File: src/rtl/nvm_loader_pkg.sv
/*
 Constants, field positions, reset values and carrier types for the LAN image
 word loader. Assumes a 16-bit word image addressed in bytes within the LAN region.
*/
package nvm_loader_pkg;

   // ==========================================================================
   // Image word indices
   localparam logic [6:0] WORD_ADDR_FIRST  = 7'h00;
   localparam logic [6:0] WORD_ADDR_MID    = 7'h01;
   localparam logic [6:0] WORD_ADDR_LAST   = 7'h02;
   localparam logic [6:0] WORD_PCI_INIT    = 7'h0A;
   localparam logic [6:0] WORD_SUBSYS_ID   = 7'h0B;
   localparam logic [6:0] WORD_SUBSYS_VEN  = 7'h0C;
   localparam logic [6:0] WORD_DEVICE_ID   = 7'h0D;
   localparam logic [6:0] WORD_POWER       = 7'h10;
   localparam logic [6:0] WORD_SHARED_INIT = 7'h13;
   localparam logic [6:0] WORD_EXT_FIRST   = 7'h14;
   localparam logic [6:0] WORD_EXT_LAST    = 7'h18;
   localparam logic [6:0] WORD_PHY_FIRST   = 7'h40;
   localparam logic [6:0] WORD_PHY_LAST    = 7'h4A;

   // ==========================================================================
   // Field positions
   localparam int INIT_AUX_BIT     = 7;
   localparam int INIT_WAKE_BIT    = 6;
   localparam int INIT_SSID_WR_BIT = 3;
   localparam int INIT_IO_DIS_BIT  = 2;
   localparam int INIT_SUBSYS_BIT  = 1;
   localparam int INIT_DEVID_BIT   = 0;
   localparam int SIGN_HI          = 15;
   localparam int SIGN_LO          = 14;
   localparam int MCAST_BIT        = 0;
   localparam int LOCAL_BIT        = 1;
   localparam logic [1:0] SIGN_VALID = 2'b10;

   // ==========================================================================
   // Reset values
   localparam logic [15:0] PCI_INIT_RESET   = 16'h10C3;
   localparam logic [15:0] SUBSYS_ID_RESET  = 16'h0000;
   // Arbitrary neutral identifier values
   localparam logic [15:0] SUBSYS_VEN_RESET = 16'hA5A5;
   localparam logic [15:0] DEVICE_ID_RESET  = 16'h5A5A;
   localparam logic [15:0] POWER_RESET      = 16'h0702;
   localparam logic [47:0] ADDR_RESET       = 48'h0000_0000_0000;
   localparam logic [79:0] EXT_RESET        = 80'h0000_0000_0000_0000_0000;
   // PME support bits: D0, D1, D2, D3hot, D3cold
   localparam logic [4:0]  PME_WAKE         = 5'h09;
   localparam logic [4:0]  PME_D3COLD       = 5'h10;
   localparam logic [4:0]  PME_NONE         = 5'h00;

   // ==========================================================================
   // Types
   typedef enum logic [1:0] {
      LD_IDLE = 2'b00,
      LD_WAIT = 2'b01
   } load_state_t;

   typedef enum logic {
      RD_IDLE = 1'b0,
      RD_BUSY = 1'b1
   } read_state_t;

   typedef struct packed {
      logic [15:0] subsysId;
      logic [15:0] subsysVendorId;
      logic [15:0] deviceId;
   } pci_ident_t;

   typedef struct packed {
      logic       pmeEnableAnyState;
      logic [4:0] pmeSupport;
      logic       ioSpaceRequest;
      logic       bar2Reserved;
      logic       subsysIdHostWritable;
   } fn_advert_t;

   typedef struct packed {
      read_state_t state;
      logic        flashReq;
      logic [7:0]  flashByteAddr;
      logic        done;
      logic [15:0] data;
   } reader_t;

   typedef struct packed {
      load_state_t state;
      logic        busy;
      logic [6:0]  word;
      logic        sharedLoad;
      logic        fetchStart;
      logic        sharedPending;
      logic        functionPending;
      logic        imageValid;
      logic        ssidWritten;
      logic [15:0] pciInit;
      logic [47:0] stationAddress;
      logic        rxAddrValid;
      logic        addrIsMulticast;
      logic        addrIsLocal;
      pci_ident_t  ident;
      fn_advert_t  advert;
      logic [15:0] power;
      logic [79:0] extConfig;
      logic        phyCfgValid;
      logic [3:0]  phyCfgIndex;
      logic [15:0] phyCfgData;
   } loader_t;

endpackage

File: src/rtl/flash_word_reader.sv
/*
 Single word fetch from the LAN region of the flash.
 Assumes a same-clock flash port: request held until a one-cycle acknowledge
 that carries the read data.
*/
`timescale 1ns/100ps

module flash_word_reader
   import nvm_loader_pkg::*;
(
   input  wire logic        mclk,
   input  wire logic        resetN,
   input  wire logic        start,
   input  wire logic [6:0]  wordIndex,
   input  wire logic        flashAck,
   input  wire logic [15:0] flashData,
   output      logic        flashReq,
   output      logic [7:0]  flashByteAddr,
   output      logic        done,
   output      logic [15:0] data
);

   reader_t r;
   reader_t next_r;

   // ==========================================================================
   // Request and acknowledge
   always_comb begin
      next_r = r;
      next_r.done = 1'b0;
      unique case (r.state)
         RD_IDLE: begin
            if (start) begin
               next_r.state = RD_BUSY;
               next_r.flashReq = 1'b1;
               next_r.flashByteAddr = {wordIndex, 1'b0};
            end
         end
         RD_BUSY: begin
            if (flashAck) begin
               next_r.state = RD_IDLE;
               next_r.flashReq = 1'b0;
               next_r.done = 1'b1;
               next_r.data = flashData;
            end
         end
      endcase
   end

   always_ff @(posedge mclk or negedge resetN) begin
      if (!resetN) begin
         r <= '{state: RD_IDLE, flashReq: 1'b0, flashByteAddr: 8'h00, done: 1'b0,
                data: 16'h0000};
      end else begin
         r <= next_r;
      end
   end

   assign flashReq      = r.flashReq;
   assign flashByteAddr = r.flashByteAddr;
   assign done          = r.done;
   assign data          = r.data;

endmodule

File: src/rtl/lan_nvm_word_loader.sv
/*
 Loader of configuration words from the LAN image after the shared and the
 function reset events. Assumes reset requests and host writes are one-cycle
 pulses on mclk and the flash port follows flash_word_reader.
*/
`timescale 1ns/100ps

// Functional notes
// Station address bytes 2,1 / 4,3 / 6,5 come from words 0x00, 0x01, 0x02.
// Fetched station address drives the first receive address pair.
// Byte 1 bit 0 sits at the wire-first end, byte 6 bit 7 last.
// Byte 1 bit 0 flags multicast, bit 1 flags a local address.
// Shared reset re-reads address words and words 0x13 through 0x18.
// Function reset re-reads words 0x0A through 0x10.
// Aux supply with wake enable advertises wake from D3cold.
// Wake enable allows PME in any state and sets PME support bits.
// Image must hold init control bits 5 and 4 at zero.
// Init bit 3 lets the host write the subsystem identifier once.
// Init bit 2 drops the I/O space request and reserves BAR 2.
// Init bit 1 loads subsystem id from 0x0B and vendor from 0x0C.
// Init bit 0 loads the device identifier from word 0x0D.
// Subsystem identifier defaults to 0x0000.
// Words 0x0E and 0x0F are read but have no hardware function.
// Word 0x3F holds a software checksum over bytes 0x00 to 0x7D.
// Words 0x40 to 0x4A are read as physical-layer configuration.
// Shared init sign other than 10b stops loading, defaults stay.
// Image word N lives at byte offset 2N.
// Identifiers keep built-in defaults when their load bit is clear.
module lan_nvm_word_loader
   import nvm_loader_pkg::*;
(
   input  wire logic        mclk,
   input  wire logic        rstn,
   input  wire logic        sharedResetReq,
   input  wire logic        functionResetReq,
   input  wire logic        flashAck,
   input  wire logic [15:0] flashData,
   input  wire logic        hostSsidWrite,
   input  wire logic [15:0] hostSsidData,
   output      logic        flashReq,
   output      logic [7:0]  flashByteAddr,
   output      logic [31:0] rxAddrLow,
   output      logic [15:0] rxAddrHigh,
   output      logic        rxAddrValid,
   output      logic        addrIsMulticast,
   output      logic        addrIsLocal,
   output      logic        imageValid,
   output      logic        loadBusy,
   output      pci_ident_t  ident,
   output      fn_advert_t  advert,
   output      logic [7:0]  lanD0Power,
   output      logic [4:0]  lanD3Power,
   output      logic [79:0] extConfig,
   output      logic        phyCfgValid,
   output      logic [3:0]  phyCfgIndex,
   output      logic [15:0] phyCfgData
);

   // ==========================================================================
   // Reset release
   logic       rstMeta;
   logic       resetN;

   always_ff @(posedge mclk or negedge rstn) begin
      if (!rstn) begin
         rstMeta <= 1'b0;
         resetN  <= 1'b0;
      end else begin
         rstMeta <= 1'b1;
         resetN  <= rstMeta;
      end
   end

   // ==========================================================================
   // Word fetch
   logic        rdDone;
   logic [15:0] rdData;
   loader_t     s;
   loader_t     next_s;

   flash_word_reader u_reader (
      .mclk          (mclk),
      .resetN        (resetN),
      .start         (s.fetchStart),
      .wordIndex     (s.word),
      .flashAck      (flashAck),
      .flashData     (flashData),
      .flashReq      (flashReq),
      .flashByteAddr (flashByteAddr),
      .done          (rdDone),
      .data          (rdData)
   );

   // ==========================================================================
   // Load sequence order
   function automatic logic [7:0] follow(input logic shared, input logic [6:0] w);
      logic       last;
      logic [6:0] nw;
      last = 1'b0;
      nw   = w + 7'h01;
      if (shared) begin
         if (w == WORD_SHARED_INIT) begin
            nw = WORD_ADDR_FIRST;
         end else if (w == WORD_ADDR_LAST) begin
            nw = WORD_EXT_FIRST;
         end else if (w == WORD_EXT_LAST) begin
            nw = WORD_PHY_FIRST;
         end else if (w == WORD_PHY_LAST) begin
            last = 1'b1;
         end
      end else if (w == WORD_POWER) begin
         last = 1'b1;
      end
      return {last, nw};
   endfunction

   function automatic fn_advert_t derive(input logic [15:0] init);
      fn_advert_t a;
      a.pmeEnableAnyState    = init[INIT_WAKE_BIT];
      a.pmeSupport           = PME_NONE;
      if (init[INIT_WAKE_BIT]) begin
         a.pmeSupport = PME_WAKE;
         if (init[INIT_AUX_BIT]) begin
            a.pmeSupport = PME_WAKE | PME_D3COLD;
         end
      end
      a.ioSpaceRequest       = !init[INIT_IO_DIS_BIT];
      a.bar2Reserved         = init[INIT_IO_DIS_BIT];
      a.subsysIdHostWritable = init[INIT_SSID_WR_BIT];
      return a;
   endfunction

   // ==========================================================================
   // Loader state
   always_comb begin
      logic [7:0] step;
      logic       takeShared;
      logic       takeFunction;
      step         = follow(s.sharedLoad, s.word);
      takeShared   = 1'b0;
      takeFunction = 1'b0;
      next_s = s;
      next_s.fetchStart  = 1'b0;
      next_s.phyCfgValid = 1'b0;

      unique case (s.state)
         LD_IDLE: begin
            if (s.sharedPending) begin
               takeShared = 1'b1;
               next_s.sharedLoad = 1'b1;
               next_s.word       = WORD_SHARED_INIT;
               next_s.fetchStart = 1'b1;
               next_s.state      = LD_WAIT;
            end else if (s.functionPending) begin
               takeFunction = 1'b1;
               next_s.ident.subsysId       = SUBSYS_ID_RESET;
               next_s.ident.subsysVendorId = SUBSYS_VEN_RESET;
               next_s.ident.deviceId       = DEVICE_ID_RESET;
               next_s.pciInit     = PCI_INIT_RESET;
               next_s.power       = POWER_RESET;
               next_s.ssidWritten = 1'b0;
               if (s.imageValid) begin
                  next_s.sharedLoad = 1'b0;
                  next_s.word       = WORD_PCI_INIT;
                  next_s.fetchStart = 1'b1;
                  next_s.state      = LD_WAIT;
               end
            end
         end
         LD_WAIT: begin
            if (rdDone) begin
               next_s.fetchStart = !step[7];
               next_s.word       = step[6:0];
               next_s.state      = step[7] ? LD_IDLE : LD_WAIT;
               if (s.sharedLoad) begin
                  if (s.word == WORD_SHARED_INIT) begin
                     next_s.imageValid = (rdData[SIGN_HI:SIGN_LO] == SIGN_VALID);
                     if (rdData[SIGN_HI:SIGN_LO] != SIGN_VALID) begin
                        next_s.fetchStart = 1'b0;
                        next_s.state      = LD_IDLE;
                     end
                  end else if (s.word == WORD_ADDR_FIRST) begin
                     next_s.stationAddress[15:0] = rdData;
                     next_s.addrIsMulticast = rdData[MCAST_BIT];
                     next_s.addrIsLocal     = rdData[LOCAL_BIT];
                  end else if (s.word == WORD_ADDR_MID) begin
                     next_s.stationAddress[31:16] = rdData;
                  end else if (s.word == WORD_ADDR_LAST) begin
                     next_s.stationAddress[47:32] = rdData;
                     next_s.rxAddrValid = 1'b1;
                  end else if (s.word >= WORD_PHY_FIRST) begin
                     next_s.phyCfgValid = 1'b1;
                     next_s.phyCfgIndex = 4'(s.word - WORD_PHY_FIRST);
                     next_s.phyCfgData  = rdData;
                  end else begin
                     next_s.extConfig[16*(s.word - WORD_EXT_FIRST) +: 16] = rdData;
                  end
               end else begin
                  unique case (s.word)
                     WORD_PCI_INIT: begin
                        next_s.pciInit = rdData;
                     end
                     WORD_SUBSYS_ID: begin
                        if (s.pciInit[INIT_SUBSYS_BIT]) begin
                           next_s.ident.subsysId = rdData;
                        end
                     end
                     WORD_SUBSYS_VEN: begin
                        if (s.pciInit[INIT_SUBSYS_BIT]) begin
                           next_s.ident.subsysVendorId = rdData;
                        end
                     end
                     WORD_DEVICE_ID: begin
                        if (s.pciInit[INIT_DEVID_BIT]) begin
                           next_s.ident.deviceId = rdData;
                        end
                     end
                     WORD_POWER: begin
                        next_s.power = rdData;
                     end
                     default: begin
                        // Tracking words carry no hardware meaning
                     end
                  endcase
               end
            end
         end
         default: begin
            next_s.state = LD_IDLE;
         end
      endcase

      // One-time host subsystem id write
      if (hostSsidWrite && s.advert.subsysIdHostWritable && !s.ssidWritten &&
          !takeFunction) begin
         next_s.ident.subsysId = hostSsidData;
         next_s.ssidWritten    = 1'b1;
      end

      // New requests win over the clear of their pending flag
      next_s.sharedPending   = (s.sharedPending && !takeShared) || sharedResetReq;
      next_s.functionPending = (s.functionPending && !takeFunction) || functionResetReq;
      next_s.advert = derive(next_s.pciInit);
      next_s.busy   = (next_s.state != LD_IDLE);
   end

   always_ff @(posedge mclk or negedge resetN) begin
      if (!resetN) begin
         s <= '{state: LD_IDLE, word: 7'h00, sharedLoad: 1'b0, fetchStart: 1'b0,
                sharedPending: 1'b1, functionPending: 1'b1, imageValid: 1'b0,
                ssidWritten: 1'b0, pciInit: PCI_INIT_RESET,
                stationAddress: ADDR_RESET, rxAddrValid: 1'b0,
                addrIsMulticast: 1'b0, addrIsLocal: 1'b0,
                ident: '{subsysId: SUBSYS_ID_RESET, subsysVendorId: SUBSYS_VEN_RESET,
                         deviceId: DEVICE_ID_RESET},
                advert: '{pmeEnableAnyState: 1'b1, pmeSupport: PME_WAKE | PME_D3COLD,
                          ioSpaceRequest: 1'b1, bar2Reserved: 1'b0,
                          subsysIdHostWritable: 1'b0},
                power: POWER_RESET, extConfig: EXT_RESET, phyCfgValid: 1'b0,
                phyCfgIndex: 4'h0, phyCfgData: 16'h0000, busy: 1'b0};
      end else begin
         s <= next_s;
      end
   end

   // ==========================================================================
   // Outputs
   assign rxAddrLow       = s.stationAddress[31:0];
   assign rxAddrHigh      = s.stationAddress[47:32];
   assign rxAddrValid     = s.rxAddrValid;
   assign addrIsMulticast = s.addrIsMulticast;
   assign addrIsLocal     = s.addrIsLocal;
   assign imageValid      = s.imageValid;
   assign loadBusy        = s.busy;
   assign ident           = s.ident;
   assign advert          = s.advert;
   assign lanD0Power      = s.power[15:8];
   assign lanD3Power      = s.power[4:0];
   assign extConfig       = s.extConfig;
   assign phyCfgValid     = s.phyCfgValid;
   assign phyCfgIndex     = s.phyCfgIndex;
   assign phyCfgData      = s.phyCfgData;

endmodule

File: config.mk
export PLATFORM = sky130hd
export DESIGN_NAME = lan_nvm_word_loader
export DESIGN_NICKNAME = d
export VERILOG_FILES = /design/src/rtl/nvm_loader_pkg.sv /design/src/rtl/flash_word_reader.sv /design/src/rtl/lan_nvm_word_loader.sv
export SDC_FILE = /design/constraint.sdc
export NUM_CORES = 1
export LEC_CHECK = 0
export ABC_AREA = 1
export BUFFER_PORTS_ARGS = -buffer_cell sky130_fd_sc_hd__buf_2
export CAP_MARGIN = 0
export CORE_MARGIN = 4
export CORE_UTILIZATION = 48
export DETAILED_ROUTE_END_ITERATION = 6
export GPL_TIMING_DRIVEN = 0
export PLACE_DENSITY = 0.78
export SETUP_SLACK_MARGIN = 0.15
export SLEW_MARGIN = 20
export SYNTH_ARGS = -nofsm -noshare
export SYNTH_HDL_FRONTEND = slang
export SYNTH_SLANG_ARGS = --single-unit
File: constraint.sdc
create_clock -name mclk -period 7.3 [get_ports mclk]
set_input_delay 1.46 -clock mclk [delete_from_list [all_inputs] [get_ports mclk]]
set_output_delay 1.46 -clock mclk [all_outputs]
set_load 0.05 [all_outputs]
==> metrics, run 1 <==
Adder-Cell Fraction of Synth Area=roughly 1.4%; FILL cells=roughly 2,400; CP arrival=4.43 ns; Most Crowded Layer GR=met2; Post-Route Setup TNS=0 ns; Simple-Gate Fraction of Synth Area=roughly 19%; Pins Over Slew Limit=0; crit end category=flop; initial antenna violation count=6; required time of the critical path=between 7 and 8 ns; total CTS buffers=27; Setup Skew=0.0140 ns; met1 usage=approximately a third; post-cts sizing count=0; DIE HEIGHT=roughly 170 um; PortBufs=between 200 and 300; Worst Slack Setup Final=around 3.3 ns; maximum root-to-sink buffer count=3; area grow syn2layout=21.6%; Max-slew headroom=around 52%; post-synthesis mux area share=under 10%; Place WS=between 3 and 4 ns; layout cells sized above 1=36.5%; post-CTS setup buffer count=0; Comb pwr share=between 30 and 40%; fin crit share=about 55%; Root Driver=clkbuf_16; FF-to-FF setup slack=~3.3 ns; Starting Density=between 40% and 50%; core area=~0.027 mm2; Final GP Congestion=roughly 0.91; Clk Latency, worst-skew pair=about 0.54 ns; Seq/Total Area, Yosys=between 40% and 50%; post-synthesis compound-gate area fraction=around a tenth; grt met3 use=5.37%; maxcap violations=0; DR pass1 iterations=5; CTS tree=yes; sequential group share of total power=between 30% and 40%; Clock H-tree levels=1; global-route wire length before repair=approximately 60,000 um; crit-path max FO=11; Seq cells post-synth=263; fin nets=1,884; total internal power=about 0.0031 W; register area=~0.0066 mm2; Synth warnings=0; Final min period=~4.0 ns; Post-CTS Hold Fix Bufs=0; Detailed Place HPWL=28,500 um; initial detailed-routing violation count=823; RSZ-0062 raised after global routing=no; via-per-instance ratio=4.93; post-synthesis xor/xnor area fraction=less than 1%; Final ANT Viol Nets=0; # DRC=0; setup violators final=0; largest family of logic cells by synthesized area=simple AND/OR/NAND/NOR gates; worst hold-check path type=reg -> reg; Max IR drop VDD=between 0.2 and 0.25 mV; Mapped Cells=1,528; pin count of the biggest net entering global routing=60; Syn Std Cell Area=0.0133 mm2; Placed Area=~0.015 mm2; Avg Synthesized Cell Area=roughly 8.7 um2; fin area=approximately 0.016 mm2; clk sinks=263; GRT met2 Usage=between 30% and 40%; critical path class=reg -> reg; leak pwr=between 8 and 9 nW; Psw=around 0.0022 W; Hold Violations, Final=0; Pwr Density=between 300 and 400 mW/mm2; Vias=around 11,000; status=completed; Placement Rows=60; CTS clk-pin slew, worst paths=approximately 0.060 ns; vias in the first global route=10,888; placed instance count=2,174; most common cell after layout, fill and taps aside=nand2_1; drt wl/cell=between 15 and 20 um; Cell variety after synth=43; clock share of power=between 20% and 30%; Non-Filler Instances=2,229; Sw Ratio=between 40% and 50%; Die X=between 150 and 200 um; Multi-input gate area=~0.0042 mm2; worst slew pin tran=around 0.7 ns; WL final=38,200 um; crit path launch type=flop; commonest non-fill, non-tap cells in the layout=nand2_1 (421), buf_2 (289), dfrtp_1 (234); Total Power=approximately 0.0053 W; fmax=around 0.25 GHz; full die area=slightly above 0.03 mm2; I/O pin cnt=271; GRT Util Overall=between 20 and 25%; total grt overflow=0
[worst paths after layout]
path	from	end	cells after the start
min in group asynchronous	resetN	ident[39]	0
min reg2reg	rstMeta	resetN	0
max in group asynchronous	resetN	s[226]	2
max reg2reg	s[247]	flop	21
max	s[247]	flop	21
min	rstMeta	resetN	0
[Yosys cell counts, drive strengths merged]
cell type / number / share of area (%)
o211ai: 4 / 0.23
o41ai: 1 / 0.12
nor4: 1 / 0.047
o221ai: 1 / 0.066
nor2: 64 / 2.4
dfstp: 28 / 5.5
mux2: 16 / 1.4
o21ai: 194 / 7.7
and3b: 1 / 0.066
clkbuf: 28 / 0.80
xor2: 3 / 0.20
o21bai: 2 / 0.11
a22oi: 3 / 0.17
nand3b: 1 / 0.085
nand3: 56 / 2.4
a221oi: 1 / 0.066
conb: 2 / 0.056
buf: 261 / 15
a21oi: 22 / 0.83
ha: 15 / 1.4
dfrtp: 235 / 44
clkinv: 2 / 0.056
nand2: 433 / 12
inv: 107 / 3.0
nand4: 20 / 0.94
nor3: 23 / 0.90
o22ai: 4 / 0.19
[power by group through the flow]
stage          combinational (W)  sequential [W]  clock (W)
2_1_floorplan            0.00139         0.00186          0
3_3_place_gp             0.00193         0.00191          0
3_5_place_dp             0.00198         0.00189          0
4_1_cts                  0.00199         0.00186    0.00148
5_1_grt                  0.00216         0.00189    0.00155
6_report                 0.00200         0.00187    0.00145
[cell type report]
class	count	share of cell area, %
diodes	5	0.0774
plain buffers	289	12.6
clock buffers	38	4.68
clock inverters	12	1.08
inverters	109	2.55
multi-input cells	870	26.2
flip-flops and latches	263	40.9
well taps	372	2.88
repair buffers	271	8.95
[kinds of logic (layout without fill, tap and decap cells)]
| family | after synthesis | count (layout) |
|---|---|---|
| DFF | 263 | 263 |
| adders and majority gates | 15 | 15 |
| muxes | 16 | 16 |
| AOI/OAI and AO/OA | 232 | 232 |
| other | 2 | 10 |
| xor gates and xnor gates | 3 | 3 |
| and+or+nand+nor | 599 | 599 |
| buffers and inverters | 398 | 719 |
[per-layer routing]
| layer | wire length (um) | up-vias |
|---|---|---|
| li1 | - | 5283 |
| met1 | 16300 | 5230 |
| met2 | 17600 | 389 |
| met3 | 2940 | 80 |
| met4 | 1330 | 2 |
| met5 | 12 | - |
[critical path: stages, from the launching register on]
cell and delay (ns):
dfrtp_1 0.44, inv_1 0.22, clkbuf_1 0.56, ha_1 0.38
nand2_1 0.13, nor2_1 0.14, nand3_2 0.14, nor2_4 0.15
inv_1 0.06, ha_1 0.29, nor2_1 0.11, nand2_1 0.06
nor2_1 0.15, nand3_2 0.11, nor2_4 0.14, nand2_4 0.11
nor2_8 0.14, nand2_1 0.08, buf_4 0.18, buf_6 0.16
nand2_1 0.06, o21ai_1 0.06
[through the flow]
| step | utilization, % | hold slack (ns) |
|---|---|---|
| 2_1_floorplan | - | 0.331 |
| 3_3_place_gp | 55.8 | 0.339 |
| 3_5_place_dp | 56.2 | 0.337 |
| 4_1_cts | 59.6 | 0.361 |
| 5_1_grt | 59.7 | 0.369 |
| 6_report | 59.7 | 0.358 |
No activity file was read; power rests on OpenSTA's default activity.
==> run 2, diff against run 1 <==
--- a/config.mk
+++ b/config.mk
@@ -12,7 +12,7 @@
 export CORE_UTILIZATION = 48
 export DETAILED_ROUTE_END_ITERATION = 6
 export GPL_TIMING_DRIVEN = 0
-export PLACE_DENSITY = 0.78
+export PLACE_DENSITY = 0.75
 export SETUP_SLACK_MARGIN = 0.15
 export SLEW_MARGIN = 20
 export SYNTH_ARGS = -nofsm -noshare
==> constraint.sdc (replaced) <==
create_clock -name mclk -period 4.1 [get_ports mclk]
set_input_delay 0.82 -clock mclk [delete_from_list [all_inputs] [get_ports mclk]]
set_output_delay 0.82 -clock mclk [all_outputs]
set_load 0.05 [all_outputs]
==> run 2 against run 1 <==
Compared with the run above: first-iteration DRC count is 6.7% higher; global-route usage up 0.38 points; register-to-register slack got worse by 2.8 ns; critical path type unchanged; highest routed layer unchanged.
==> metrics, run 2 (synthesis gave the netlist of run 1 again) <==
Placed Area=0.0152 mm2 (about the same); fmax=0.281 GHz (+13%); DIE HEIGHT=174 um (unchanged); Place WS=0.0858 ns (-3.23 ns); vias in the first global route=11,002 (+1.0%); required time of the critical path=4.52 ns (-3.20 ns); worst hold-check path type=in -> async; Post-Route Setup TNS=0 ns (unchanged); PortBufs=267 (unchanged); # DRC=0 (unchanged); clk sinks=263 (unchanged); drt wl/cell=17.3 um (+0.72%); Max IR drop VDD=0.350 mV (+72%); Hold Violations, Final=0 (unchanged); fin nets=1,886 (+0.11%); crit path launch type=flop; critical path class=reg -> reg; Final GP Congestion=0.868 (-4.2%); I/O pin cnt=271 (unchanged); GRT Util Overall=25.0% (+0.38 points); Worst Slack Setup Final=0.535 ns (-2.75 ns); fin area=0.0162 mm2 (+0.10%); Root Driver=clkbuf_16; CP arrival=3.99 ns (-0.44 ns); crit end category=flop; commonest non-fill, non-tap cells in the layout=nand2_1 (421), buf_2 (289), dfrtp_1 (234); Clock H-tree levels=1 (unchanged); worst slew pin tran=0.662 ns (-0.0509 ns); RSZ-0062 raised after global routing=no; FILL cells=2,412 (+0.96%); leak pwr=8.94 nW (+0.16%); DR pass1 iterations=5 (unchanged); pin count of the biggest net entering global routing=59 (-1.7%); CTS tree=yes; status=completed; Hold Slack=0.0550 ns (-0.303 ns); Vias=11,030 (+0.42%); area grow syn2layout=21.7%; setup violators final=0 (unchanged); Pwr Density=585 mW/mm2 (+78%); Die X=174 um (unchanged); fin crit share=86.9% (+32 points); maximum root-to-sink buffer count=3 (unchanged); core area=0.0271 mm2 (unchanged); WL final=38,500 um (+0.76%); total CTS buffers=28 (+3.7%); crit-path max FO=11 (unchanged); layout cells sized above 1=36.8% (+0.34 points); Detailed Place HPWL=28,600 um (+0.37%); post-CTS setup buffer count=0 (unchanged); global-route wire length before repair=61,000 um (+1.0%); register area=0.00662 mm2 (unchanged); Multi-input gate area=0.00424 mm2 (unchanged); Final ANT Viol Nets=0 (unchanged); Max-slew headroom=55.9% (+3.4 points); Post-CTS Hold Fix Bufs=0 (unchanged); CTS clk-pin slew, worst paths=0.06 ns (about the same); Final min period=3.56 ns (-0.446 ns); most common cell after layout, fill and taps aside=nand2_1; Placement Rows=60 (unchanged); initial antenna violation count=4 (-2); Pins Over Slew Limit=0 (unchanged); via-per-instance ratio=4.95 (+0.37%); full die area=0.0304 mm2 (unchanged); total grt overflow=0 (unchanged); Starting Density=49.1% (unchanged); maxcap violations=0 (unchanged); Total Power=0.00946 W (+78%); initial detailed-routing violation count=878 (+6.7%); Clk Latency, worst-skew pair=0.54 ns (about the same); Setup Skew=0.00874 ns (-0.00526 ns)
==> run 2: changes by cell type in the layout (fill, tap and decap cells not counted), sizes merged <==
| cell | previous run | this run |
|---|---|---|
| clkinv | 8 | 12 |
| buf | 532 | 533 |
| inv | 109 | 107 |
| clkinvlp | 0 | 1 |
| diode | 5 | 4 |
| bufinv | 4 | 2 |
==> run 2: path summary, 6_finish.rpt <==
kind	start	cells after the start	to	slack, ns
min in group mclk	rstMeta	0	resetN	0.36
max in group asynchronous	resetN	3	ident[29]	2.63
worst min register to register	resetN	0	async pin	0.24
worst min-delay path	rstn	1	resetN	0.06
worst max register to register	s[247]	21	flop	0.54
worst max-delay path	s[247]	21	flop	0.54
==> run 2: layer usage <==
metal,global-route usage [%],routed length [um]
met2,39.2,17500
met3,6.92,3490
met5,0,27
met1,33.5,16100
met4,8.97,1440
==> run 2: what timing repair did <==
action / CTS / global route
gates resized for setup: 1 / 3
endpoints found under the setup margin: 27 / 64
hold endpoints to repair: 0 / 0
==> run 2: stage by stage <==
step,std cells,utilization (%)
2_1_floorplan,1531,-
3_3_place_gp,2170,55.8
3_5_place_dp,2175,56.2
4_1_cts,2226,59.7
5_1_grt,2228,59.7
6_report,2230,59.7
==> run 2: area by class of cell <==
type | instances | share of cell area (%)
flip-flops and latches | 263 | 40.9
multi-input cells | 870 | 26.2
plain buffers | 289 | 12.6
repair buffers | 272 | 9.01
clock buffers | 38 | 5.00
well taps | 372 | 2.88
inverters | 109 | 2.54
clock inverters | 13 | 0.773
diodes | 4 | 0.0618
==> run 2: report_power, final <==
part	switching, W	internal, W
combinational	0.00265	0.000938
clock	0.00105	0.00151
sequential	0.000289	0.00302
total	0.00400	0.00547
==> run 2: critical path: stages (launching register included) <==
cell and delay, ns:
dfrtp_1 0.46, inv_2 0.17, clkbuf_4 0.28, ha_1 0.28, nand2_1 0.12, nor2_1 0.14, nand3_2 0.14, nor2_4 0.16
inv_1 0.06, ha_1 0.29, nor2_1 0.11, nand2_1 0.06, nor2_1 0.14, nand3_2 0.11, nor2_4 0.14, nand2_4 0.11
nor2_8 0.13, nand2_1 0.08, buf_4 0.18, buf_6 0.16, nand2_1 0.06, o21ai_1 0.06
==> run 3, diff against run 2 <==
==> constraint.sdc (replaced) <==
create_clock -name mclk -period 4.1 [get_ports mclk]
set_input_delay 0 -clock mclk [delete_from_list [all_inputs] [get_ports mclk]]
set_output_delay 0 -clock mclk [all_outputs]
set_load 0.05 [all_outputs]
==> run 3 against run 2 <==
Compared with the run above: register-to-register slack barely moved; hold slack improved by 0.17 ns; fmax increased by 0.19%; global-route usage grew 0.41 points; largest cell class unchanged; routed wire length rose by 1.8%; via count is 1.7% higher; sequential share of layout area fell by 0.94 points; cell area rose by 2.3%.
==> metrics, run 3 (synthesis gave the netlist of run 1 again) <==
via-per-instance ratio=4.95 (+0.17%); critical path class=reg -> reg; Setup Skew=0.00735 ns (-0.00139 ns); Hold Violations, Final=0 (unchanged); global-route wire length before repair=62,100 um (+1.8%); commonest non-fill, non-tap cells in the layout=nand2_1 (421), buf_2 (289), dfrtp_1 (234); DR pass1 iterations=5 (unchanged); status=completed; fmax=0.281 GHz (+0.19%); CTS tree=yes; Placed Area=0.0152 mm2 (unchanged); Total Power=0.00950 W (+0.45%); Root Driver=clkbuf_16; CTS clk-pin slew, worst paths=0.06 ns (about the same); full die area=0.0304 mm2 (unchanged); initial antenna violation count=1 (-3); Clock H-tree levels=1 (unchanged); placed instance count=2,175 (unchanged); most common cell after layout, fill and taps aside=nand2_1; worst hold-check path type=in -> reg; DIE HEIGHT=174 um (unchanged); # DRC=0 (unchanged); slowest stage cell, crit path=dfrtp_1; Post-Route Setup TNS=0 ns (unchanged); Pins Over Slew Limit=0 (unchanged); RSZ-0062 raised after global routing=no; crit-path max FO=11 (unchanged); drt wl/cell=17.3 um (+0.23%); fin crit share=86.8% (-0.17 points); required time of the critical path=4.52 ns (about the same); initial detailed-routing violation count=899 (+2.4%); worst slew pin tran=0.651 ns (-0.0104 ns); crit path launch type=flop; fin area=0.0166 mm2 (+2.3%); max incr delay on CP=0.46 ns (about the same); fin nets=1,925 (+2.1%); total grt overflow=0 (unchanged); Die X=174 um (unchanged); Placement Rows=60 (unchanged); PortBufs=267 (unchanged); Max IR drop VDD=0.352 mV (+0.56%); Detailed Place HPWL=28,600 um (unchanged); Starting Density=49.1% (unchanged); Final min period=3.56 ns (-0.00693 ns); crit end category=flop; n_diodes=0 (-4); total CTS buffers=28 (unchanged); pin count of the biggest net entering global routing=59 (unchanged); area grow syn2layout=24.6%; clk sinks=263 (unchanged); Final ANT Viol Nets=0 (unchanged); CP most frequent cell=nand2_1; maxcap violations=0 (unchanged); Non-Filler Instances=2,265 (+1.6%); Vias=11,222 (+1.7%); Layout Utilization=61.1% (+1.4 points); Final GP Congestion=0.868 (unchanged); Clk Latency, worst-skew pair=0.54 ns (about the same); crit path cell chain=inv_2 > clkbuf_4 > ha_1 > nand2_1 > nor2_1 > nand3_2 > nor2_4 > inv_1 > ha_1 > nor2_1 > nand2_1 > nor2_1 > nand3_2 > nor2_4 > nand2_4 > nor2_8 > nand2_1 > buf_4 > buf_6 > nand2_1 > o21ai_1; setup violators final=0 (unchanged); core area=0.0271 mm2 (unchanged); GRT Util Overall=25.4% (+0.41 points); I/O pin cnt=271 (unchanged); Max-slew headroom=56.6% (+0.69 points); WL final=39,200 um (+1.8%); CP arrival=3.98 ns (about the same); vias in the first global route=11,230 (+2.1%); leak pwr=9.10 nW (+1.8%); maximum root-to-sink buffer count=3 (unchanged); Pwr Density=574 mW/mm2 (-1.9%); layout cells sized above 1=36.1% (-0.76 points); FILL cells=2,346 (-2.7%)
run 3: power breakdown:
| group | internal [W] | switching (W) | leakage, nW |
|---|---|---|---|
| logic | 0.000964 | 0.00267 | 5.13 |
| registers | 0.00302 | 0.000292 | 3.50 |
| clock network | 0.00151 | 0.00105 | 0.466 |
| total | 0.00549 | 0.00401 | 9.10 |
run 3: timing repair:
action | in CTS | in global routing
resized for setup | 1 | 3
buffers inserted | 0 | 0
endpoints found under the setup margin | 27 | 64
gates cloned | 0 | 0
hold buffers | 39 | 0
hold endpoints to repair | 38 | 0
run 3: final timing paths:
path / start / end / slack (ns) / cells after the start
worst max-delay path: s[247] / flop / 0.54 / 21
worst min-delay path: functionResetReq / s[243] / 0.22 / 3
worst max register to register: s[247] / flop / 0.54 / 21
worst min register to register: resetN / s[246] / 0.24 / 0
max in group asynchronous: resetN / ident[26] / 2.63 / 3
min in group asynchronous: resetN / s[246] / 0.24 / 0
run 3: worst max-delay path: cells and delay by family, from the launching register on:
family          cells  cell delay (ns)
buf+inv             5             0.85
flops               1             0.46
fa+ha+maj           2             0.57
compound gates      1             0.06
simple gates       13             1.50
run 3: routing by layer:
metal | track usage [%] | wire length [um]
met5 | 0 | 13
met4 | 8.78 | 1380
met3 | 6.76 | 3360
met2 | 40.5 | 18000
met1 | 33.8 | 16500
run 3: layout make-up:
type                    instances  area, um2  area share [%]
clock buffers                  38        810            4.89
plain buffers                 289       2040            12.3
multi-input cells             870       4240            25.6
clock inverters                13        125           0.755
well taps                     372        465            2.81
flip-flops and latches        263       6620            40.0
inverters                     109        412            2.49
repair buffers                311       1850            11.2
run 3: through the flow:
step | setup WS, ns | hold slack [ns]
floorplan | 0.858 | -0.296
global placement | 0.131 | -0.215
detailed placement | 0.0858 | -0.213
CTS | 0.339 | 0.188
global route | 0.202 | 0.215
finish | 0.542 | 0.222
